File: config.mk
export PLATFORM = sky130hd
export DESIGN_NAME = agr_speedup
export DESIGN_NICKNAME = d
export VERILOG_FILES = /design/src/hdl/agr_pkg.sv /design/src/hdl/agr_pulse_gen.sv /design/src/hdl/agr_speedup.sv
export SDC_FILE = /design/constraint.sdc
export NUM_CORES = 1
export LEC_CHECK = 0
export ABC_AREA = 1
export BUFFER_PORTS_ARGS = -buffer_cell sky130_fd_sc_hd__buf_2
export CORE_MARGIN = 5
export CORE_UTILIZATION = 30
export DETAILED_ROUTE_END_ITERATION = 10
export MAX_ROUTING_LAYER = met4
export PLACE_DENSITY = 0.48
export SYNTH_ARGS = -nofsm -noshare
export SYNTH_HDL_FRONTEND = slang
export SYNTH_SLANG_ARGS = --single-unit
File: constraint.sdc
create_clock -name i_sys_clk -period 1.9 [get_ports i_sys_clk]
set_clock_uncertainty 0.1 [all_clocks]
set_input_delay 0.285 -clock i_sys_clk [delete_from_list [all_inputs] [get_ports i_sys_clk]]
set_output_delay 0.285 -clock i_sys_clk [all_outputs]
set_load 0.01 [all_outputs]
File: src/hdl/agr_pkg.sv
// Constants for the address-gate and CPU reset speed-up block.
// Assumes a 200 MHz host-interface clock.
package agr_pkg;
  localparam logic [7:0] CFG_INDEX       = 8'hF0;
  localparam logic [7:0] CFG_RESET_VAL   = 8'h00;
  localparam logic [7:0] CFG_USED_MASK   = 8'h07;
  localparam int         CFG_FASTPORT_BIT = 2;
  localparam int         CFG_GATE_BIT    = 1;
  localparam int         CFG_RESET_BIT   = 0;
  localparam logic [7:0] CMD_SET_GATE    = 8'hD1;
  localparam logic [7:0] CMD_PULSE_RESET = 8'hFE;
  localparam logic [7:0] CMD_NULL        = 8'hFF;
  localparam int         DATA_GATE_BIT   = 1;
  localparam int         DATA_RESET_BIT  = 0;
  localparam int         CLK_MHZ         = 200;
  localparam int         RST_DELAY_US    = 14;
  localparam int         RST_WIDTH_US    = 6;
  // Least times: exact multiples, so no rounding needed
  localparam int         RST_DELAY_CYC   = RST_DELAY_US * CLK_MHZ;
  localparam int         RST_WIDTH_CYC   = RST_WIDTH_US * CLK_MHZ;
  localparam int         CNT_W           = 13;

  typedef enum logic [1:0]
  {
    PUL_IDLE  = 2'b00,
    PUL_DELAY = 2'b01,
    PUL_LOW   = 2'b10
  } agr_pul_state_t;
endpackage : agr_pkg

File: src/hdl/agr_pulse_gen.sv
// Timed CPU reset pulse: waits, then drives low for a fixed width.
// Assumes a one-cycle start strobe on the same clock.
`timescale 1ns/1ps
module agr_pulse_gen
  import agr_pkg::*;
(
  input  wire logic i_sys_clk,
  input  wire logic i_rst,
  input  wire logic i_start,
  output logic      o_pulse_n,
  output logic      o_busy
);
  typedef struct packed
  {
    agr_pul_state_t   st;
    logic [CNT_W-1:0] cnt;
    logic             out_n;
  } agr_pul_t;

  agr_pul_t s_reg;
  agr_pul_t s_next;

  always_comb
  begin
    s_next = s_reg;
    unique case (s_reg.st)
      PUL_IDLE:
      begin
        if (i_start)
        begin
          s_next.st  = PUL_DELAY;
          s_next.cnt = CNT_W'(RST_DELAY_CYC - 1);
        end
      end
      PUL_DELAY:
      begin
        if (s_reg.cnt == '0)
        begin
          s_next.st    = PUL_LOW;
          s_next.cnt   = CNT_W'(RST_WIDTH_CYC - 1);
          s_next.out_n = 1'b0;
        end
        else
          s_next.cnt = s_reg.cnt - 1'b1;
      end
      PUL_LOW:
      begin
        if (s_reg.cnt == '0)
        begin
          s_next.st    = PUL_IDLE;
          s_next.out_n = 1'b1;
        end
        else
          s_next.cnt = s_reg.cnt - 1'b1;
      end
      default:
      begin
        s_next.st    = PUL_IDLE;
        s_next.out_n = 1'b1;
      end
    endcase
  end

  always_ff @(posedge i_sys_clk or posedge i_rst)
  begin
    if (i_rst)
      s_reg <= '{st: PUL_IDLE, cnt: '0, out_n: 1'b1};
    else
      s_reg <= s_next;
  end

  assign o_pulse_n = s_reg.out_n;
  assign o_busy    = (s_reg.st != PUL_IDLE);
endmodule : agr_pulse_gen

File: src/hdl/agr_speedup.sv
// Address-gate and CPU reset speed-up: watches host command/data writes.
// Assumes host write strobe, select and data are synchronous one-cycle
// inputs from the host interface; pins external are resolved by the bench.
//
// Function
// - Config bit 2 enables merging with the fast control port.
// - Gate comes from firmware or hardware by config bit 1.
// - Reset comes from firmware or hardware by config bit 0.
// - Fast port enabled: merge chosen gate and reset with its outputs.
// - After D1 command, data bit 1 goes to the gate latch.
// - Same transaction copies data bit 0 into the reset latch.
// - With hardware gate selected, set-gate transaction never raises output-full or input-full flags.
// - Select high means command, low means data; data uses bits 1 and 0.
// - Gate holds on command, repeated D1, and trailing FF writes.
// - D1 then other command or extra data: flag input full, idle.
// - FE command with hardware reset selected pulses reset, no flag.
// - Reset pulse starts after 14 us, low at least 6 us.
// - After power-on reset, gate and reset outputs stay undriven.
// - Output polarity of gate and reset follows the polarity bit.
// - Firmware reset mode: controller firmware makes the FE pulse.
// - Reset is ANDed active low with the alternate reset pulse.
// - Gate is ORed with the alternate gate bit.
`timescale 1ns/1ps
module agr_speedup
  import agr_pkg::*;
(
  input  wire logic       i_sys_clk,
  input  wire logic       i_rst,
  input  wire logic       i_host_wr,
  input  wire logic       i_command_data_select,
  input  wire logic [7:0] i_host_data,
  input  wire logic       i_cfg_wr,
  input  wire logic [7:0] i_cfg_index,
  input  wire logic [7:0] i_cfg_wdata,
  output logic      [7:0] o_cfg_rdata,
  input  wire logic       i_controller_gate_signal,
  input  wire logic       i_controller_reset_n,
  input  wire logic       i_alternate_gate_bit,
  input  wire logic       i_alternate_reset_pulse_n,
  input  wire logic       i_gpio_polarity,
  output logic            o_addr20_gate_out,
  output logic            o_addr20_gate_oe,
  output logic            o_cpu_reset_pulse,
  output logic            o_cpu_reset_oe,
  output logic            o_host_output_full_signal,
  output logic            o_input_buffer_full_flag,
  output logic            o_fw_write
);
  typedef struct packed
  {
    logic [7:0] cfg;
    logic       pending;
    logic       gate;
    logic       rst_latch;
    logic       input_buffer_full_flag;
    logic       obf;
    logic       fw_write;
    logic       drive_en;
    logic       gate_out;
    logic       rst_out;
  } agr_state_t;

  agr_state_t s_reg;
  agr_state_t s_next;
  logic       pulse_start;
  logic       pulse_n;
  logic       is_cmd;
  logic       hw_gate;
  logic       hw_rst;
  logic       fast_en;
  logic       gate_sel;
  logic       rst_sel_n;

  assign is_cmd  = i_command_data_select;
  assign fast_en = s_reg.cfg[CFG_FASTPORT_BIT];
  assign hw_gate = s_reg.cfg[CFG_GATE_BIT];
  assign hw_rst  = s_reg.cfg[CFG_RESET_BIT];

  agr_pulse_gen u_pulse
  (
    .i_sys_clk (i_sys_clk),
    .i_rst     (i_rst),
    .i_start   (pulse_start),
    .o_pulse_n (pulse_n),
    .o_busy    ()
  );

  always_comb
  begin
    s_next          = s_reg;
    pulse_start     = 1'b0;
    s_next.fw_write = 1'b0;
    s_next.obf      = 1'b0;
    if (i_cfg_wr && i_cfg_index == CFG_INDEX)
    begin
      s_next.cfg      = i_cfg_wdata & CFG_USED_MASK;
      s_next.drive_en = 1'b1;
    end
    if (i_host_wr)
    begin
      if (is_cmd)
      begin
        if (hw_gate && i_host_data == CMD_SET_GATE)
          s_next.pending = 1'b1;
        else if (hw_gate && i_host_data == CMD_NULL && !s_reg.pending
                 && !s_reg.input_buffer_full_flag)
          s_next.pending = 1'b0;
        else if (hw_rst && i_host_data == CMD_PULSE_RESET
                 && !s_reg.pending)
          pulse_start = 1'b1;
        else
        begin
          s_next.pending  = 1'b0;
          s_next.input_buffer_full_flag      = 1'b1;
          s_next.fw_write = 1'b1;
          s_next.obf      = 1'b1;
        end
      end
      else if (hw_gate && s_reg.pending)
      begin
        s_next.gate      = i_host_data[DATA_GATE_BIT];
        s_next.rst_latch = i_host_data[DATA_RESET_BIT];
        s_next.pending   = 1'b0;
      end
      else
      begin
        s_next.input_buffer_full_flag      = 1'b1;
        s_next.fw_write = 1'b1;
        s_next.obf      = 1'b1;
      end
    end
    else if (!s_reg.pending && s_reg.input_buffer_full_flag && !i_host_wr)
      s_next.input_buffer_full_flag = 1'b0;
    gate_sel = hw_gate ? s_reg.gate : i_controller_gate_signal;
    if (fast_en)
      gate_sel = gate_sel | i_alternate_gate_bit;
    rst_sel_n = hw_rst ? pulse_n : i_controller_reset_n;
    if (fast_en)
      rst_sel_n = rst_sel_n & i_alternate_reset_pulse_n;
    s_next.gate_out = gate_sel ^ i_gpio_polarity;
    s_next.rst_out  = rst_sel_n ^ i_gpio_polarity;
  end

  always_ff @(posedge i_sys_clk or posedge i_rst)
  begin
    if (i_rst)
      s_reg <= '{cfg: CFG_RESET_VAL, rst_out: 1'b1, default: 1'b0};
    else
      s_reg <= s_next;
  end

  assign o_cfg_rdata = (i_cfg_index == CFG_INDEX) ? s_reg.cfg : 8'h00;
  assign o_addr20_gate_out = s_reg.gate_out;
  assign o_cpu_reset_pulse = s_reg.rst_out;
  assign o_addr20_gate_oe  = s_reg.drive_en;
  assign o_cpu_reset_oe    = s_reg.drive_en;
  assign o_host_output_full_signal = s_reg.obf;
  assign o_input_buffer_full_flag  = s_reg.input_buffer_full_flag;
  assign o_fw_write = s_reg.fw_write;
endmodule : agr_speedup

==> results of run 1 <==
-- area by class of cell --
cell class	count	area, um^2
well taps	75	93.8
multi-input cells	214	991
repair buffers	50	283
inverters	31	116
fillers	646	3740
clock buffers	4	45.0
flip-flops and latches	26	653
-- kinds of logic after synthesis --
group                    synth area share (%)
AND/OR/NAND/NOR                          41.5
buffers and inverters                    10.3
flip-flops                               36.0
AO/OA/AOI/OAI                            6.41
XOR/XNOR                                 2.89
adder cells (fa/ha/maj)                  2.75
other                                   0.206
-- power groups by stage --
| stage | sequential (mW) | combinational, mW | clock (mW) |
|---|---|---|---|
| 2_1_floorplan | 0.596 | 0.0627 | 0 |
| 3_3_place_gp | 0.593 | 0.116 | 0 |
| 3_5_place_dp | 0.592 | 0.117 | 0 |
| 4_1_cts | 0.582 | 0.118 | 0.354 |
| 5_1_grt | 0.584 | 0.134 | 0.372 |
| 6_report | 0.582 | 0.115 | 0.339 |
-- layer usage --
metal,GRT usage [%],vias up
met1,17.0,772
met4,1.12,0
met2,21.4,58
li1,-,951
met3,2.26,4
met5,-,-
-- metrics by stage --
stage | instances | instance area, um^2 | worst slack, ns
3_5_place_dp | 395 | 2130 | 0.159
6_report | 400 | 2180 | 0.165
5_1_grt | 400 | 2180 | 0.000616
4_1_cts | 400 | 2180 | 0.128
2_1_floorplan | 281 | 1830 | 0.132
3_3_place_gp | 395 | 2130 | 0.152
-- worst paths after layout --
path	depth (start not counted)	start	endpoint
max	9	u_pulse.s_reg[3]	u_pulse.s_reg[13]
max reg2reg	9	u_pulse.s_reg[3]	u_pulse.s_reg[13]
max in group asynchronous	4	i_rst	o_cpu_reset_pulse
min	2	i_gpio_polarity	o_cpu_reset_pulse
min in group asynchronous	4	i_rst	s_reg[8]
min reg2reg	2	u_pulse.o_pulse_n	u_pulse.o_pulse_n
-- layout by cell type, fill, tap and decap left out --
| master | synthesis | routed |
|---|---|---|
| a21oi_1 | 4 | 4 |
| a21oi_2 | 1 | 1 |
| buf_2 | 0 | 38 |
| buf_4 | 7 | 11 |
| clkbuf_1 | 2 | 1 |
| clkbuf_8 | 0 | 3 |
| conb_1 | 1 | 5 |
| dfrtp_1 | 24 | 24 |
| dfstp_2 | 2 | 2 |
| dlygate4sd3_1 | 0 | 1 |
| ha_1 | 4 | 4 |
| inv_1 | 30 | 30 |
| inv_2 | 1 | 1 |
| nand2_1 | 102 | 102 |
| nand2_2 | 1 | 1 |
| nand2_4 | 2 | 2 |
| nand3_1 | 26 | 26 |
| nand4_1 | 5 | 5 |
| nor2_1 | 36 | 36 |
| nor2_4 | 1 | 1 |
| nor3_1 | 3 | 3 |
| nor4_1 | 1 | 1 |
| o21ai_0 | 13 | 13 |
| o21ai_4 | 1 | 1 |
| o22ai_1 | 1 | 1 |
| or2_2 | 2 | 2 |
| xnor2_1 | 1 | 1 |
| xor2_1 | 5 | 5 |
-- what timing repair did --
item                                   CTS  global route
hold buffers                             1             0
endpoints found under the hold margin   24             0
resized for setup                        0             0
==> flow_summary.toml, run 1 <==
[synth]
synth.avg_cell_area_um2 = 6.56
synth_area_um2 = 1820
synth_ff_type = "dfrtp_1"
ys_seq_elements = 26
synth_area_leaders = "dfrtp_1 (33%), nand2_1 (21%), nor2_1 (7.4%)"
synth_cell_types = 26
yosysTopAreaCell = "dfrtp_1"
synth.most_common_cell = "nand2_1"
yosysTopAreaCellShare_pct = 33.1
synth-seq-area-share_pct = 36.0
synth-async-reset-ratio_pct = 100
synth_commonest_cells = "nand2_1 (102), nor2_1 (36), inv_1 (30)"
yosysWarningCount = 0
synth_edf_count = 0
synth_cells = 277

[placed_design]
dp_hpwl_um = 3540
io_buffers = 38
gp_congestion = 0.843

[worst_setup_path]
startpoint_type = "flop"
required_ns = 2.02
cp_cell_sequence = "nor2_1, nand2_2, nor2_4, nand2_4, o21ai_4, inv_2, nand2_4, nand2_1, nand2_1"
critPathCaptureType = "flop"
path_delay_family = "simple AND/OR/NAND/NOR gates"
critPathKind = "reg -> reg"
cp_slowest_cell = "dfrtp_1"
r2r_slack_ns = 0.16
cp_max_fo = 13
critical_path.max_stage_delay_ns = 0.43
worst-path-buf-inv = 1
arrival_ns = 1.85

[sta]
maxSlewViolCount = 0
fin_hold_ws_ns = 0.0889
max_freq_ghz = 0.576
rsz0062_at_grt = "no"
post-route-period-util_pct = 91.3
post-route-min-period_ns = 1.74
final-setup-viol-count = 0
hold_violations = 0
tns_ns = 0

[grt]
first_global_vias = 1784
antenna_found_initial = 0
grt_max_degree = 27
grt_overflow = 0
grt_pass1_wl_um = 7830
grt_usage_pct = 12.9

[power_and_ir_drop]
power.internal_uw = 771
p_leak_nw = 1.24
ir_drop_uv = 260
p_total_mw = 1.04
comb_power_share_pct = 11.1
p_seq_share_pct = 56.2
p_switching_uw = 265
pwr-share-clk_pct = 32.7
p_per_area_nw_per_um2 = 475
switching_share_pct = 25.6

[layout]
final_util_pct = 36.9
largest_reg_flops = 15
area_growth_pct = 20.1
layout-drive-gt1-share_pct = 19.4
nets = 364
n_antenna_cell = 0

[detailed_routing]
met1_length_um = 2140
drc_errors = 0
antenna_left = 0
avgViaCountPerCell = 4.46
drtIter0Drc = 115
post_drt_wl_per_cell_um = 11.1
dr.max_layer_used = "met4"
vias = 1785
met3_length_um = 229
dr.pass1.iters = 4
routed_wl_um = 4430
route.met2.wl_um = 2050

[clocking]
clock-sinks = 26
htreeDepth = 1
worstSkewPairLatency_ns = 0.28
cts_buffers = 3
post-cts-setup-buffers = 0
root_buffer = "clkbuf_8"
clk_pin_slew_ns = 0.10
cts_tree = "yes"
clk_path_buf_depth = 2

[floorplanning]
core_um2 = 5920
die_w_um = 87.8
row_count = 28
start_util_pct = 30.7
io_pins = 49
die_y_um = 87.8
die-area_um2 = 7710

[flow_run]
maxCapViolCount = 0

[outcome]
status = "complete, no violations"

[hold_path]
hp-class = "in -> reg"
No activity file was read; power rests on OpenSTA's default activity.
==> inputs of run 2 (changes only) <==
- CORE_MARGIN: 5 -> 2
- CORE_UTILIZATION: 30 -> 47
- PLACE_DENSITY: 0.48 -> 0.71
==> run 2 against run 1 <==
- clock power increased by 35%
- maximum frequency grew 1.5%
- global-route usage is 8.6 points higher
- register-to-register slack better by 0.03 ns
- sequential cell count stayed put
- design area is 1.0% lower
- worst setup slack gained 0.026 ns
- die area down 43%
- cell count down 7.2%
- non-clock buffer count fell by 2
- sequential power about the same
- clock-buffer cell count is 1 lower
==> flow_summary.toml, run 2 (same netlist as run 1, synthesis figures left out) <==
[clocking]
cts_tree = "yes"
clk_path_buf_depth = 2
worstSkewPairLatency_ns = 0.27
cts_buffers = 3
htreeDepth = 1
post-cts-setup-buffers = 0
clock-sinks = 26
root_buffer = "clkbuf_8"
clk_pin_slew_ns = 0.09

[sta]
post-route-period-util_pct = 90.0
rsz0062_at_grt = "no"
max_freq_ghz = 0.585
tns_ns = 0
final-setup-viol-count = 0
hold_violations = 0
post-route-min-period_ns = 1.71
maxSlewViolCount = 0

[floorplanning]
die_y_um = 66.2
start_util_pct = 49.3
die-area_um2 = 4380
die_w_um = 66.2
io_pins = 49
core_um2 = 3690
row_count = 22

[grt]
grt_overflow = 0
antenna_found_initial = 0
grt_usage_pct = 21.4
grt_max_degree = 27
first_global_vias = 1682
grt_pass1_wl_um = 7240

[worst_setup_path]
r2r_slack_ns = 0.19
worst-path-buf-inv = 1
ff2ff_path_depth = 9
startpoint_type = "flop"
cp_slowest_cell = "dfrtp_1"
arrival_ns = 1.82
critPathKind = "reg -> reg"
r2r-start = "u_pulse.s_reg[4]"
path_delay_family = "simple AND/OR/NAND/NOR gates"
critPathCaptureType = "flop"
critical_path.max_stage_delay_ns = 0.45
cp_max_fo = 13
cp_num_cells = 9
r2r-end = "u_pulse.s_reg[5]"
required_ns = 2.01
crit_path_start = "u_pulse.s_reg[4]"
crit_end = "u_pulse.s_reg[5]"
cp_cell_sequence = "nor2_1, nand2_2, nor2_4, nand2_4, o21ai_4, inv_2, nand2_4, nand2_1, nand2_1"

[placed_design]
dp_hpwl_um = 3130
io_buffers = 38
dp.cells = 366
gp_congestion = 0.926

[layout]
nets = 362
largest_reg_flops = 15
n_antenna_cell = 0
layout_commonest_cell = "nand2_1"
area_growth_pct = 18.9
layout-drive-gt1-share_pct = 19.2
post_layout_nonfiller_instances = 371
final_cell_mix = "nand2_1 (102), buf_2 (38), nor2_1 (36), inv_1 (30), nand3_1 (26)"

[detailed_routing]
post_drt_wl_per_cell_um = 10.6
routed_wl_um = 3920
dr.pass1.iters = 4
drc_errors = 0
antenna_left = 0
avgViaCountPerCell = 4.80
drtIter0Drc = 88
vias = 1779

[power_and_ir_drop]
ir_drop_uv = 393
switching_share_pct = 21.8
p_per_area_nw_per_um2 = 535
comb_power_share_pct = 9.9
p_seq_share_pct = 50.3
p_switching_uw = 252
p_leak_nw = 1.24
power.internal_uw = 902
pwr-share-clk_pct = 39.8

[outcome]
status = "complete, no violations"

[flow_run]
maxCapViolCount = 0

[hold_path]
hp-class = "in -> reg"
min_from = "i_gpio_polarity"
run 2: per-stage QoR:
step / power, mW / utilization (%) / hold slack (ns) / area [um^2] / setup slack, ns
final: 1.15 / 58.5 / 0.0753 / 2160 / 0.191
after global placement: 0.704 / 56.3 / 0.256 / 2080 / 0.228
after CTS: 1.17 / 58.5 / 0.0663 / 2160 / 0.172
after floorplan: 0.658 / - / 0.224 / 1830 / 0.132
after global routing: 1.21 / 58.5 / 0.0751 / 2160 / 0.000686
after detailed placement: 0.707 / 56.3 / 0.263 / 2080 / 0.199
run 2: what timing repair did:
| item | in CTS | in global routing |
|---|---|---|
| hold endpoints to repair | 24 | 0 |
| resized for setup | 0 | 0 |
| hold buffers | 1 | 0 |
run 2: area by class of cell:
| cell class | count | area (um^2) |
|---|---|---|
| Timing Repair Buffer | 48 | 268 |
| Multi-Input combinational cell | 214 | 991 |
| Clock inverter | 1 | 30.0 |
| Inverter | 31 | 116 |
| Fill cell | 363 | 1530 |
| Sequential cell | 26 | 653 |
| Tap cell | 48 | 60.1 |
| Clock buffer | 3 | 41.3 |
run 2: routing by layer:
layer  global-route usage (%)  up-vias  share of wire, %
li1                         -      951                 -
met1                     29.0      791                50
met2                     34.8       35                45
met3                     3.07        2               4.1
met4                     3.83        0              0.56
met5                        -        -                 0
run 2: how the worst min path moves through the flow:
stage	endpoint	slack [ns]	cells past startpoint
after detailed placement	o_fw_write	0.26	3
after global routing	o_cpu_reset_pulse	0.08	2
after CTS	o_cpu_reset_pulse	0.07	2
after global placement	u_pulse.s_reg[12]	0.26	3
final	o_cpu_reset_pulse	0.08	2
after floorplan	fast_en	0.22	1
run 2: power groups by stage:
stage               registers [mW]  logic (mW)  clock network, mW
finish                       0.581       0.114              0.459
global route                 0.583       0.132              0.494
CTS                          0.581       0.117              0.475
detailed placement           0.592       0.115                  0
global placement             0.592       0.113                  0
floorplan                    0.596      0.0627                  0
==> inputs of run 3 (changes only) <==
- PLACE_DENSITY: 0.71 -> 0.8
==> run 3 against run 2 <==
- register-to-register slack about the same
- critical path type unchanged
- sequential share of layout area up 0.41 points
- sequential cell count unchanged
- critical path depth up 2
- design area down 1.3%
- highest routed layer unchanged
==> flow_summary.toml, run 3 (same netlist as run 1, synthesis figures left out) <==
[layout]
design_area_um2 = 2130
post_layout_nonfiller_instances = 369
final.fill_count = 365
final_cell_mix = "nand2_1 (102), buf_2 (38), nor2_1 (36), inv_1 (30), nand3_1 (26)"
area_growth_pct = 17.3
n_antenna_cell = 0
layout-drive-gt1-share_pct = 19.0
layout_commonest_cell = "nand2_1"
multiInputGateArea_um2 = 993
largest_reg_flops = 15
nets = 360
regArea_um2 = 653

[detailed_routing]
vias = 1823
antenna_left = 0
drc_errors = 0
post_drt_wl_per_cell_um = 10.7
avgViaCountPerCell = 4.94
routed_wl_um = 3950
drtIter0Drc = 147
dr.pass1.iters = 4

[grt]
grt_max_degree = 27
grt_use_met3_pct = 3.07
use_met1_pct = 26.7
grt_usage_pct = 21.3
met2_usage_pct = 35.4
grt_pass1_wl_um = 7090
grt_overflow = 0
antenna_found_initial = 0
busiest_layer = "met2"
first_global_vias = 1684

[hold_path]
hp-class = "in -> reg"

[worst_setup_path]
r2r_slack_ns = 0.20
cp_slowest_cell = "dfrtp_1"
required_ns = 1.97
arrival_ns = 1.77
cp_max_fo = 6
worst-path-buf-inv = 1
startpoint_type = "flop"
critPathCaptureType = "flop"
crit_end = "u_pulse.s_reg[12]"
critPathKind = "reg -> reg"
path_delay_family = "simple AND/OR/NAND/NOR gates"
cp_cell_sequence = "inv_1, ha_1, nand2_2, nor2_4, nand2_4, nand2_1, nand2_1, nand3_1, nand2_1, nand2_1, nand2_1"
cp_common_cell = "nand2_1"
ff2ff_path_depth = 11
r2r-start = "u_pulse.s_reg[1]"
crit_path_start = "u_pulse.s_reg[1]"
r2r-end = "u_pulse.s_reg[12]"
critical_path.max_stage_delay_ns = 0.41
cp_num_cells = 11

[sta]
hold_violations = 0
rsz0062_at_grt = "no"
post-route-min-period_ns = 1.70
final-setup-viol-count = 0
tns_ns = 0
maxSlewViolCount = 0
max_freq_ghz = 0.590
post-route-period-util_pct = 89.3
fin_hold_ws_ns = 0.0829

[clocking]
root_buffer = "clkbuf_8"
clock-sinks = 26
post-cts-setup-buffers = 0
worstSkewPairLatency_ns = 0.27
clk_path_buf_depth = 2
clk_pin_slew_ns = 0.09
cts_buffers = 3
cts_tree = "yes"
htreeDepth = 1

[power_and_ir_drop]
p_leak_nw = 1.23
p_total_mw = 1.05
ir_drop_uv = 227
p_per_area_nw_per_um2 = 495

[floorplanning]
die_y_um = 66.2
core_um2 = 3690
io_pins = 49
start_util_pct = 49.3
die-area_um2 = 4380
row_count = 22
die_w_um = 66.2

[placed_design]
placed_area_um2 = 2060
dp.cells = 364
io_buffers = 38
gp_congestion = 0.935
dp_hpwl_um = 3100

[flow_run]
maxCapViolCount = 0

[outcome]
status = "complete, no violations"
-- run 3: worst register-to-register path: stages, from the launching register on --
cell	delay, ns
dfrtp_1	0.41
inv_1	0.09
ha_1	0.18
nand2_2	0.09
nor2_4	0.15
nand2_4	0.09
nand2_1	0.09
nand2_1	0.14
nand3_1	0.11
nand2_1	0.05
nand2_1	0.07
nand2_1	0.04
-- run 3: power by group --
part	switching [mW]	internal (mW)
registers	0.0118	0.571
logic	0.0648	0.0497
clock network	0.172	0.185
-- run 3: layer usage --
layer,wire length [um],vias to the layer above
met5,0,-
met1,1830,819
met4,50,0
li1,-,942
met2,1880,57
met3,192,5
-- run 3: area by class of cell --
type | count | area share, %
timing repair buffer | 46 | 11.9
inverter | 31 | 5.46
tap | 48 | 2.82
clock buffer | 4 | 2.58
multi-input combinational | 214 | 46.6
sequential | 26 | 30.7
-- run 3: repair_timing --
action | in CTS | in global routing
hold buffers | 1 | 0
gates resized for setup | 0 | 1
hold endpoints to repair | 24 | 0
setup endpoints to repair | 0 | 3
-- run 3: metrics by stage --
stage	util, %	worst slack [ns]
after floorplan	-	0.132
after global placement	55.9	0.147
final	57.8	0.204
after detailed placement	55.9	0.141
after CTS	57.7	0.181
after global routing	57.8	0.0240
-- run 3: how the worst min path moves through the flow --
stage / start / slack [ns] / depth (start not counted) / endpoint
after floorplan: i_rst / 0.22 / 1 / fast_en
after global placement: i_rst / 0.25 / 3 / o_fw_write
after detailed placement: i_rst / 0.25 / 3 / u_pulse.s_reg[3]
after CTS: i_gpio_polarity / 0.08 / 2 / o_cpu_reset_pulse
after global routing: i_gpio_polarity / 0.08 / 2 / o_cpu_reset_pulse
final: i_gpio_polarity / 0.08 / 2 / o_cpu_reset_pulse
